--- src/dgr_pkg.sv ---
// Shared offsets, field positions, reset values and timing for the gain guard
package dgr_pkg;
    localparam int          DGR_ADDR_W        = 8;
    localparam int          DGR_DATA_W        = 8;
    localparam int          DGR_SAMPLE_W      = 16;
    localparam int          DGR_GAIN_W        = 6;
    localparam int          DGR_LVL_W         = 7;
    localparam int          DGR_GAIN_FRAC     = 5;
    localparam int          DGR_STEP_CYCLES   = 4;
    localparam int          DGR_DIV_W         = 2;

    localparam logic [7:0]  DGR_OFF_QOFS_HI   = 8'h3E;
    localparam logic [7:0]  DGR_OFF_IGAIN     = 8'h3F;
    localparam logic [7:0]  DGR_OFF_QGAIN     = 8'h40;
    localparam logic [7:0]  DGR_OFF_RISE      = 8'h41;
    localparam logic [7:0]  DGR_OFF_FALL_SW   = 8'h42;
    localparam logic [7:0]  DGR_OFF_GATE      = 8'h43;
    localparam logic [7:0]  DGR_OFF_PROT      = 8'h44;

    localparam logic [7:0]  DGR_RST_QOFS_HI   = 8'h00;
    localparam logic [5:0]  DGR_RST_GAIN      = 6'h20;
    localparam logic [5:0]  DGR_RST_STEP      = 6'h01;
    localparam logic        DGR_RST_MAN_OFF   = 1'b0;
    localparam logic        DGR_RST_STATUS    = 1'b1;
    localparam logic [2:0]  DGR_RST_GATE      = 3'h7;
    localparam logic [7:0]  DGR_RST_PROT      = 8'h8D;

    localparam int          DGR_FS_MAN_OFF    = 7;
    localparam int          DGR_FS_STATUS     = 6;
    localparam int          DGR_FG_RAMP       = 2;
    localparam int          DGR_FG_SLEEP      = 1;
    localparam int          DGR_FG_PDOWN      = 0;
    localparam int          DGR_FP_MASTER     = 7;
    localparam int          DGR_FP_WARN       = 3;
    localparam int          DGR_FP_THRESH     = 2;
    localparam int          DGR_FP_ERR        = 0;
    localparam logic [7:0]  DGR_PROT_MASK     = 8'h8D;
endpackage : dgr_pkg

--- src/dgr_ramp.sv ---
// Applied-gain ramp generator stepping once per tick
`timescale 1ns/100ps
`default_nettype none
module dgr_ramp
    import dgr_pkg::*;
(
    // Clock and reset
    input  wire logic                 clk,
    input  wire logic                 srst,
    // Control
    input  wire logic                 tick,
    input  wire logic                 go_on,
    input  wire logic                 ramp_en,
    input  wire logic [DGR_GAIN_W-1:0] target,
    input  wire logic [DGR_GAIN_W-1:0] rise_step,
    input  wire logic [DGR_GAIN_W-1:0] fall_step,
    // Applied gain, 2^-5 units
    output logic      [DGR_LVL_W-1:0] level
);
    logic [DGR_LVL_W-1:0] lvl_q;
    logic [DGR_LVL_W-1:0] lvl_d;
    logic [DGR_LVL_W-1:0] tgt;
    logic [DGR_LVL_W-1:0] rise2;
    logic [DGR_LVL_W-1:0] fall2;
    logic [DGR_LVL_W:0]   sum;

    // Step LSB is twice the gain LSB
    assign tgt   = {1'b0, target};
    assign rise2 = {rise_step, 1'b0};
    assign fall2 = {fall_step, 1'b0};
    assign sum   = {1'b0, lvl_q} + {1'b0, rise2};
    assign level = lvl_q;

    always_comb
    begin
        lvl_d = lvl_q;
        if (!go_on)
        begin
            if (!ramp_en)
                lvl_d = '0;
            else if (tick)
                lvl_d = (lvl_q > fall2) ? lvl_q - fall2 : '0;
        end
        else if (!ramp_en)
            lvl_d = tgt;
        else if (lvl_q > tgt)
            lvl_d = tgt;
        else if (tick && lvl_q < tgt)
            // Clamp so an uneven step never overshoots the setting
            lvl_d = (sum >= {1'b0, tgt}) ? tgt : sum[DGR_LVL_W-1:0];
    end

    always_ff @(posedge clk)
    begin
        if (srst)
            lvl_q <= '0;
        else
            lvl_q <= lvl_d;
    end
endmodule : dgr_ramp
`default_nettype wire

--- src/dgr_guard.sv ---
// Gain, offset, ramp and output-guard logic with its register file
`timescale 1ns/100ps
`default_nettype none
module dgr_guard
    import dgr_pkg::*;
(
    // Clock and reset
    input  wire logic                    clk,
    input  wire logic                    srst,
    // Register port
    input  wire logic [DGR_ADDR_W-1:0]   reg_addr,
    input  wire logic                    reg_wr,
    input  wire logic [DGR_DATA_W-1:0]   reg_wdata,
    output logic      [DGR_DATA_W-1:0]   reg_rdata,
    // Configuration from neighbouring blocks
    input  wire logic [7:0]              quad_offset_lower_byte,
    input  wire logic                    iq_gain_enable,
    // Events
    input  wire logic                    fifo_warning,
    input  wire logic                    power_over_threshold,
    // Pin
    input  wire logic                    transmit_gate_pin,
    // Sample stream
    input  wire logic [DGR_SAMPLE_W-1:0] i_sample,
    input  wire logic [DGR_SAMPLE_W-1:0] q_sample,
    output logic      [DGR_SAMPLE_W-1:0] i_out,
    output logic      [DGR_SAMPLE_W-1:0] q_out,
    // Power state
    output logic                         sleep_mode,
    output logic                         powerdown_mode,
    output logic                         output_off_status
);
    // Scale by gain in 2^-5 units, then saturate
    function automatic logic [DGR_SAMPLE_W-1:0] scale_sat(
        input logic [DGR_SAMPLE_W-1:0] smp,
        input logic [DGR_LVL_W-1:0]    g,
        input logic [DGR_SAMPLE_W-1:0] ofs
    );
        logic signed [24:0] prod;
        logic signed [24:0] acc;
        prod = 25'(signed'(smp)) * 25'(signed'({1'b0, g}));
        acc  = (prod >>> DGR_GAIN_FRAC) + 25'(signed'(ofs));
        if (acc > 25'sd32767)
            scale_sat = 16'h7FFF;
        else if (acc < -25'sd32768)
            scale_sat = 16'h8000;
        else
            scale_sat = acc[DGR_SAMPLE_W-1:0];
    endfunction : scale_sat

    // Registers
    logic [7:0] qofs_hi_q,  qofs_hi_d;
    logic [5:0] igain_q,    igain_d;
    logic [5:0] qgain_q,    qgain_d;
    logic [5:0] rise_q,     rise_d;
    logic [5:0] fall_q,     fall_d;
    logic       man_off_q,  man_off_d;
    logic [2:0] gate_q,     gate_d;
    logic [7:0] prot_q,     prot_d;
    logic       status_q,   status_d;
    logic       auto_off_q, auto_off_d;
    logic [7:0] rdata_q,    rdata_d;

    // Pin synchroniser and divider
    logic                 gate_s1_q, gate_s2_q, gate_prev_q;
    logic [DGR_DIV_W-1:0] div_q,     div_d;
    logic                 tick;

    // Datapath
    logic [15:0] i_q,     i_d;
    logic [15:0] q_q,     q_d;
    logic        sleep_q, sleep_d;
    logic        pdn_q,   pdn_d;

    logic                 wr_fall;
    logic                 gate_rise;
    logic                 trip;
    logic                 go_on;
    logic [DGR_LVL_W-1:0] level;
    logic [DGR_LVL_W-1:0] q_level;
    logic [15:0]          q_ofs;

    assign wr_fall   = reg_wr && reg_addr == DGR_OFF_FALL_SW;
    assign gate_rise = gate_s2_q && !gate_prev_q;
    assign tick      = div_q == DGR_DIV_W'(DGR_STEP_CYCLES - 1);

    // Automatic trips only under the master enable
    assign trip = prot_q[DGR_FP_MASTER] &&
        ((fifo_warning && prot_q[DGR_FP_WARN]) ||
         (fifo_warning && prot_q[DGR_FP_ERR]) ||
         (power_over_threshold && prot_q[DGR_FP_THRESH]));

    // Gate pin low holds output off only with ramp enabled
    assign go_on = !auto_off_q
        && !(iq_gain_enable && man_off_q)
        && !(gate_q[DGR_FG_RAMP] && !gate_s2_q);

    dgr_ramp u_ramp (
        .clk       (clk),
        .srst      (srst),
        .tick      (tick),
        .go_on     (go_on),
        .ramp_en   (gate_q[DGR_FG_RAMP]),
        .target    (igain_q),
        .rise_step (rise_q),
        .fall_step (fall_q),
        .level     (level)
    );

    // Q follows the ramp while below both gain settings, otherwise takes its own setting
    assign q_level = (level >= {1'b0, igain_q} || level > {1'b0, qgain_q})
                   ? {1'b0, qgain_q} : level;
    assign q_ofs   = {qofs_hi_q, quad_offset_lower_byte};

    always_comb
    begin
        qofs_hi_d = qofs_hi_q;
        igain_d   = igain_q;
        qgain_d   = qgain_q;
        rise_d    = rise_q;
        fall_d    = fall_q;
        man_off_d = man_off_q;
        gate_d    = gate_q;
        prot_d    = prot_q;
        if (reg_wr)
        begin
            case (reg_addr)
                DGR_OFF_QOFS_HI: qofs_hi_d = reg_wdata;
                DGR_OFF_IGAIN:   igain_d   = reg_wdata[5:0];
                DGR_OFF_QGAIN:   qgain_d   = reg_wdata[5:0];
                DGR_OFF_RISE:    rise_d    = reg_wdata[5:0];
                DGR_OFF_FALL_SW:
                begin
                    fall_d    = reg_wdata[5:0];
                    man_off_d = reg_wdata[DGR_FS_MAN_OFF];
                end
                DGR_OFF_GATE:    gate_d    = reg_wdata[2:0];
                DGR_OFF_PROT:    prot_d    = reg_wdata & DGR_PROT_MASK;
                default:         ;
            endcase
        end
        // Set beats clear; writing manual-on or gate rising releases it
        auto_off_d = auto_off_q;
        if ((wr_fall && !reg_wdata[DGR_FS_MAN_OFF]) || gate_rise)
            auto_off_d = 1'b0;
        if (trip)
            auto_off_d = 1'b1;
        // Status holds its last value while IQ gain is off
        status_d = status_q;
        if (iq_gain_enable)
            status_d = !go_on && level == '0;
        case (reg_addr)
            DGR_OFF_QOFS_HI: rdata_d = qofs_hi_q;
            DGR_OFF_IGAIN:   rdata_d = {2'b00, igain_q};
            DGR_OFF_QGAIN:   rdata_d = {2'b00, qgain_q};
            DGR_OFF_RISE:    rdata_d = {2'b00, rise_q};
            DGR_OFF_FALL_SW: rdata_d = {man_off_q, status_q, fall_q};
            DGR_OFF_GATE:    rdata_d = {5'b00000, gate_q};
            DGR_OFF_PROT:    rdata_d = prot_q;
            default:         rdata_d = 8'h00;
        endcase
    end

    always_ff @(posedge clk)
    begin
        if (srst)
        begin
            qofs_hi_q  <= DGR_RST_QOFS_HI;
            igain_q    <= DGR_RST_GAIN;
            qgain_q    <= DGR_RST_GAIN;
            rise_q     <= DGR_RST_STEP;
            fall_q     <= DGR_RST_STEP;
            man_off_q  <= DGR_RST_MAN_OFF;
            gate_q     <= DGR_RST_GATE;
            prot_q     <= DGR_RST_PROT;
            status_q   <= DGR_RST_STATUS;
            auto_off_q <= 1'b0;
            rdata_q    <= 8'h00;
        end
        else
        begin
            qofs_hi_q  <= qofs_hi_d;
            igain_q    <= igain_d;
            qgain_q    <= qgain_d;
            rise_q     <= rise_d;
            fall_q     <= fall_d;
            man_off_q  <= man_off_d;
            gate_q     <= gate_d;
            prot_q     <= prot_d;
            status_q   <= status_d;
            auto_off_q <= auto_off_d;
            rdata_q    <= rdata_d;
        end
    end

    // Free-running divider; step pace does not realign to the pin
    always_comb
    begin
        div_d   = div_q + 1'b1;
        sleep_d = gate_q[DGR_FG_SLEEP] && !gate_s2_q;
        pdn_d   = gate_q[DGR_FG_PDOWN] && !gate_s2_q;
        i_d     = scale_sat(i_sample, level, 16'h0000);
        q_d     = scale_sat(q_sample, q_level, q_ofs);
    end

    always_ff @(posedge clk)
    begin
        if (srst)
        begin
            gate_s1_q   <= 1'b0;
            gate_s2_q   <= 1'b0;
            gate_prev_q <= 1'b0;
            div_q       <= '0;
            sleep_q     <= 1'b0;
            pdn_q       <= 1'b0;
            i_q         <= 16'h0000;
            q_q         <= 16'h0000;
        end
        else
        begin
            gate_s1_q   <= transmit_gate_pin;
            gate_s2_q   <= gate_s1_q;
            gate_prev_q <= gate_s2_q;
            div_q       <= div_d;
            sleep_q     <= sleep_d;
            pdn_q       <= pdn_d;
            i_q         <= i_d;
            q_q         <= q_d;
        end
    end

    assign reg_rdata         = rdata_q;
    assign i_out             = i_q;
    assign q_out             = q_q;
    assign sleep_mode        = sleep_q;
    assign powerdown_mode    = pdn_q;
    assign output_off_status = status_q;
endmodule : dgr_guard
`default_nettype wire

--- config.mk ---
export PLATFORM = sky130hd
export DESIGN_NAME = dgr_guard
export DESIGN_NICKNAME = d
export VERILOG_FILES = /design/src/dgr_pkg.sv /design/src/dgr_ramp.sv /design/src/dgr_guard.sv
export SDC_FILE = /design/constraint.sdc
export NUM_CORES = 1
export LEC_CHECK = 0
export BUFFER_PORTS_ARGS = -buffer_cell sky130_fd_sc_hd__buf_2
export CAP_MARGIN = 20
export CORE_UTILIZATION = 60
export CTS_CLUSTER_SIZE = 10
export DETAILED_ROUTE_END_ITERATION = 12
export PLACE_DENSITY = 0.86
export SLEW_MARGIN = 20
export SYNTH_ARGS = -nofsm -noshare
export SYNTH_HDL_FRONTEND = slang
export SYNTH_HIERARCHICAL = 1
export SYNTH_SLANG_ARGS = --single-unit
--- constraint.sdc ---
create_clock -name clk -period 16.98 [get_ports clk]
set_input_delay 0.849 -clock clk [delete_from_list [all_inputs] [get_ports clk]]
set_output_delay 0.849 -clock clk [all_outputs]
set_load 0.005 [all_outputs]
==> tab_implementation.tex <==
\begin{tabular}{lr}
\hline
Metric & Value \\
\hline
\multicolumn{2}{l}{\textbf{Outcome}} \\
Result of the run & finished, final reports clean \\
\multicolumn{2}{l}{\textbf{Clock network}} \\
CTS tree & yes \\
Clock H-tree levels & 3 \\
CTS resizes & 0 \\
Post-CTS Setup Bufs & 0 \\
Clock sink total & 96 \\
Maximum number of buffers from clock root to sink & 2 \\
Total clock buffers created by CTS & 9 \\
CTS hold repair buffers & 0 \\
Clock-pin slew of the registers on the worst-case setup and hold paths & 0.09 ns \\
Cell at the root of the clock tree & sky130\_fd\_sc\_hd\_\_clkbuf\_16 \\
Clock Latency Late Sink & 0.37 ns \\
\multicolumn{2}{l}{\textbf{Synth}} \\
Synth warn & 6 \\
Post-synthesis async set-or-reset flop share & 0 \\
Number of distinct library cells after synthesis & 75 \\
Mean area per synthesized cell & 8.69 sq um \\
Share of the yosys chip area belonging to registers & 0.143 \\
Most frequently used flop master after synthesis & sky130\_fd\_sc\_hd\_\_dfxtp\_1 \\
Count of flip-flops with a built-in enable after synthesis & 0 \\
Number of synthesized register bits & 96 \\
Cell area after synthesis & 13400 sq um \\
Post-Syn Instances & 1543 \\
\multicolumn{2}{l}{\textbf{Setup path}} \\
Number of cell instances on the worst register-to-register path & 31 \\
Most repeated library cell on the critical path & sky130\_fd\_sc\_hd\_\_fa\_1 \\
Type of element capturing the critical path & register \\
CP Launch Point & u\_ramp/level[4]\$\_SDFFE\_PP0P\_ \\
Maximum fanout along the worst path & 24 \\
Critical path type & register to register \\
Biggest cell delay along the critical path & 0.86 ns \\
Highest-delay cell along the critical path & sky130\_fd\_sc\_hd\_\_a2111oi\_4 \\
Worst EP arrival & 10.92 ns \\
Worst setup slack for register-to-register paths & 6.26 ns \\
Required @ worst endpoint & 17.18 ns \\
Startpoint Class & register \\
Origin of the critical flop-to-flop path & u\_ramp/level[4]\$\_SDFFE\_PP0P\_ \\
Endpoint of the worst register-to-register path & q\_out[1]\$\_SDFF\_PP0\_ \\
\multicolumn{2}{l}{\textbf{Timing}} \\
Setup violation total in the final timing report & 0 \\
Final Critical Period & 10.72 ns \\
Top achievable clock speed & 93.3 MHz \\
Slew Limit Headroom & 0.266 \\
Ratio of final minimum period to clock period & 0.632 \\
Setup total negative slack & 0 ns \\
Fin Hold WS & 0.425 ns \\
Number of hold-slack violations in the final timing report & 0 \\
Skew final & 0.0148 ns \\
Slew of the pin with the lowest slew margin & 1.09 ns \\
Number of max-slew violations in the final report & 0 \\
Setup repair after global routing missed its margin & false \\
\multicolumn{2}{l}{\textbf{Global routing}} \\
Number of antenna violations at the first check in global routing & 1 \\
Aggregate global-route resource usage & 0.298 \\
Via count of the first global-routing pass & 11300 \\
First-pass GRT wire length & 53200 um \\
Total congestion overflow after global routing & 0 \\
Largest net degree at the start of global routing & 49 \\
\multicolumn{2}{l}{\textbf{Finish}} \\
Number of nets at the end of the flow & 2035 \\
Layout cells sized above 1 & 0.0973 \\
Final antenna diode count & 0 \\
Area growth, synth to finish & 9.13\% \\
Final core utilization & 0.668 \\
Filler cell count & 1731 \\
Final instance count without filler cells & 1935 \\
\multicolumn{2}{l}{\textbf{Place}} \\
Number of instances in the placed design & 1919 \\
Detailed Place HPWL & 26300 um \\
Buffers on Ports & 105 \\
Final GP Congestion & 0.926 \\
\multicolumn{2}{l}{\textbf{Power and ir drop}} \\
LEAKAGE & 7.33 nW \\
Worst voltage drop across the vdd grid & 0.0491 mV \\
Sequential share of power & 0.239 \\
Power per Cell Area & 77.8 nW/um\^{}2 \\
Fraction of power consumed by the clock network & 0.190 \\
Total chip power & 1.14 mW \\
Internal portion of total power & 0.635 mW \\
Total net switching power & 0.503 mW \\
Sw frac & 0.442 \\
Part of the total power dissipated in combinational logic & 0.571 \\
\multicolumn{2}{l}{\textbf{Routing}} \\
Total DRC errors in the routed layout & 0 \\
Antenna Nets Post-Route & 0 \\
Number of violations reported at the end of detailed-routing iteration 0 & 741 \\
Avg Vias per Cell & 5.80 \\
Total wire length after detailed routing & 32800 um \\
Via count & 11200 \\
Wire length per cell & 17.0 um \\
Initial DRT Pass Iterations & 5 \\
\multicolumn{2}{l}{\textbf{Hold path}} \\
Launch instance of the worst min-delay path & div\_q[0]\$\_SDFF\_PP0\_ \\
Worst hold path type & register to register \\
Worst min-delay path endpoint & div\_q[0]\$\_SDFF\_PP0\_ \\
Number of stages on the worst hold path & 1 \\
\multicolumn{2}{l}{\textbf{Floorplanning}} \\
I/O pin count & 106 \\
Die span in x & 151 um \\
Standard-cell row count & 54 \\
Total core area & 21900 sq um \\
Total Die Area & 22900 sq um \\
Starting utilization of the core area & 0.612 \\
Die extent in y & 151 um \\
\multicolumn{2}{l}{\textbf{Job}} \\
Max-cap violations & 0 \\
\hline
\end{tabular}
[per-layer routing]
layer,vias to the layer above,share of wire,GRT usage
met2,466,0.49,0.508
met1,5471,0.41,0.374
met3,86,0.064,0.0392
li1,5207,-,-
met5,-,0.00034,0
met4,2,0.035,0.138
[per-stage QoR]
step / instance area (sq um) / setup slack (ns)
2_1_floorplan: 13500 / 7.95
5_1_grt: 14600 / 5.56
3_3_place_gp: 14300 / 6.88
3_5_place_dp: 14300 / 6.39
4_1_cts: 14600 / 6.17
6_report: 14600 / 6.26
[area by class of cell]
type,instances,area [sq um],area share
Inverter,276,1040,0.0708
Multi-Input combinational cell,1148,10400,0.710
Clock inverter,7,71.3,0.00488
Timing Repair Buffer,119,631,0.0431
Tap cell,280,350,0.0240
Sequential cell,96,1920,0.131
Clock buffer,9,225,0.0154
[worst max path at each step]
stage                     slack (ns)             endpoint  cells after the start
final                           6.26  q_out[1]$_SDFF_PP0_                     31
after detailed placement        6.39  q_out[2]$_SDFF_PP0_                     36
after CTS                       6.17  q_out[2]$_SDFF_PP0_                     31
after global placement          6.88  q_out[2]$_SDFF_PP0_                     31
after floorplan                 7.95  q_out[0]$_SDFF_PP0_                     39
after global routing            5.56  q_out[3]$_SDFF_PP0_                     36
[worst max-delay path: cells and delay by family, from the launching register on]
kind,cells,cell delay (ns)
compound gates,15,4.98
xor+xnor,1,0.22
fa+ha+maj,7,3.01
buf+inv,1,0.06
flops,1,0.85
mux,1,0.30
simple gates,6,1.10
[cells in the final DEF, fill, tap and decap left out, drive strengths merged, types with 6 or more instances in the layout]
cell and instances:
inv 278, fa 173, ha 149, nand2 127
buf 119, and2 106, dfxtp 96, a21oi 69
nor2 68, o21ai 61, nor2b 56, xnor2 39
nand3 38, mux2i 32, xor2 23, a21o 19
nor3 18, conb 17, o21a 14, nand2b 12
nand4 12, o31ai 11, and3 9, clkbuf 9
mux2 8, a211oi 7, a31oi 6, a311oi 6
[power groups by stage]
stage | clock network [mW] | logic, mW | registers [mW]
floorplan | 0 | 0.470 | 0.279
global placement | 0 | 0.608 | 0.277
detailed placement | 0 | 0.634 | 0.277
CTS | 0.216 | 0.640 | 0.272
global route | 0.224 | 0.735 | 0.277
finish | 0.217 | 0.650 | 0.272
[cell usage after synthesis (all sizes together) (5+ instances only)]
library cell  number  share of area
a311oi             6         0.0053
a21o              19          0.011
nand4             12         0.0056
nand3             38          0.015
nor2              68          0.019
dfxtp             96           0.14
clkbuf            34         0.0095
ha               149           0.14
and3               9         0.0042
nand2b            12         0.0056
a21oi             69          0.026
o21ai             61          0.023
o21a              14         0.0078
mux2               8         0.0076
xor2              23          0.015
fa               173           0.26
a31oi              6         0.0039
nor2b             56          0.026
a211oi             7         0.0039
inv              275          0.077
mux2i             32          0.024
nor3              18         0.0067
o31ai             11         0.0065
o21bai             5         0.0028
xnor2             39          0.025
and2             106          0.049
nand2            127          0.036
[cell families after synthesis]
kind of cell	count (synthesis)	synth area share
simple gates	469	0.181
xor+xnor	62	0.0405
fa+ha+maj	322	0.398
mux	40	0.0315
compound gates	238	0.118
other cells	2	0.000560
flops	96	0.143
buf+inv	314	0.0881
[state kept, by name, summed over array words and instances, names as in the netlist, 2 cells and up]
signal,flops
q_out,16
igain_q,6
div_q,2
gate_q,3
u_ramp/level,7
qgain_q,6
i_out,16
prot_q,4
reg_rdata,8
fall_q,6
qofs_hi_q,8
rise_q,6
No activity file was read; power rests on OpenSTA's default activity.
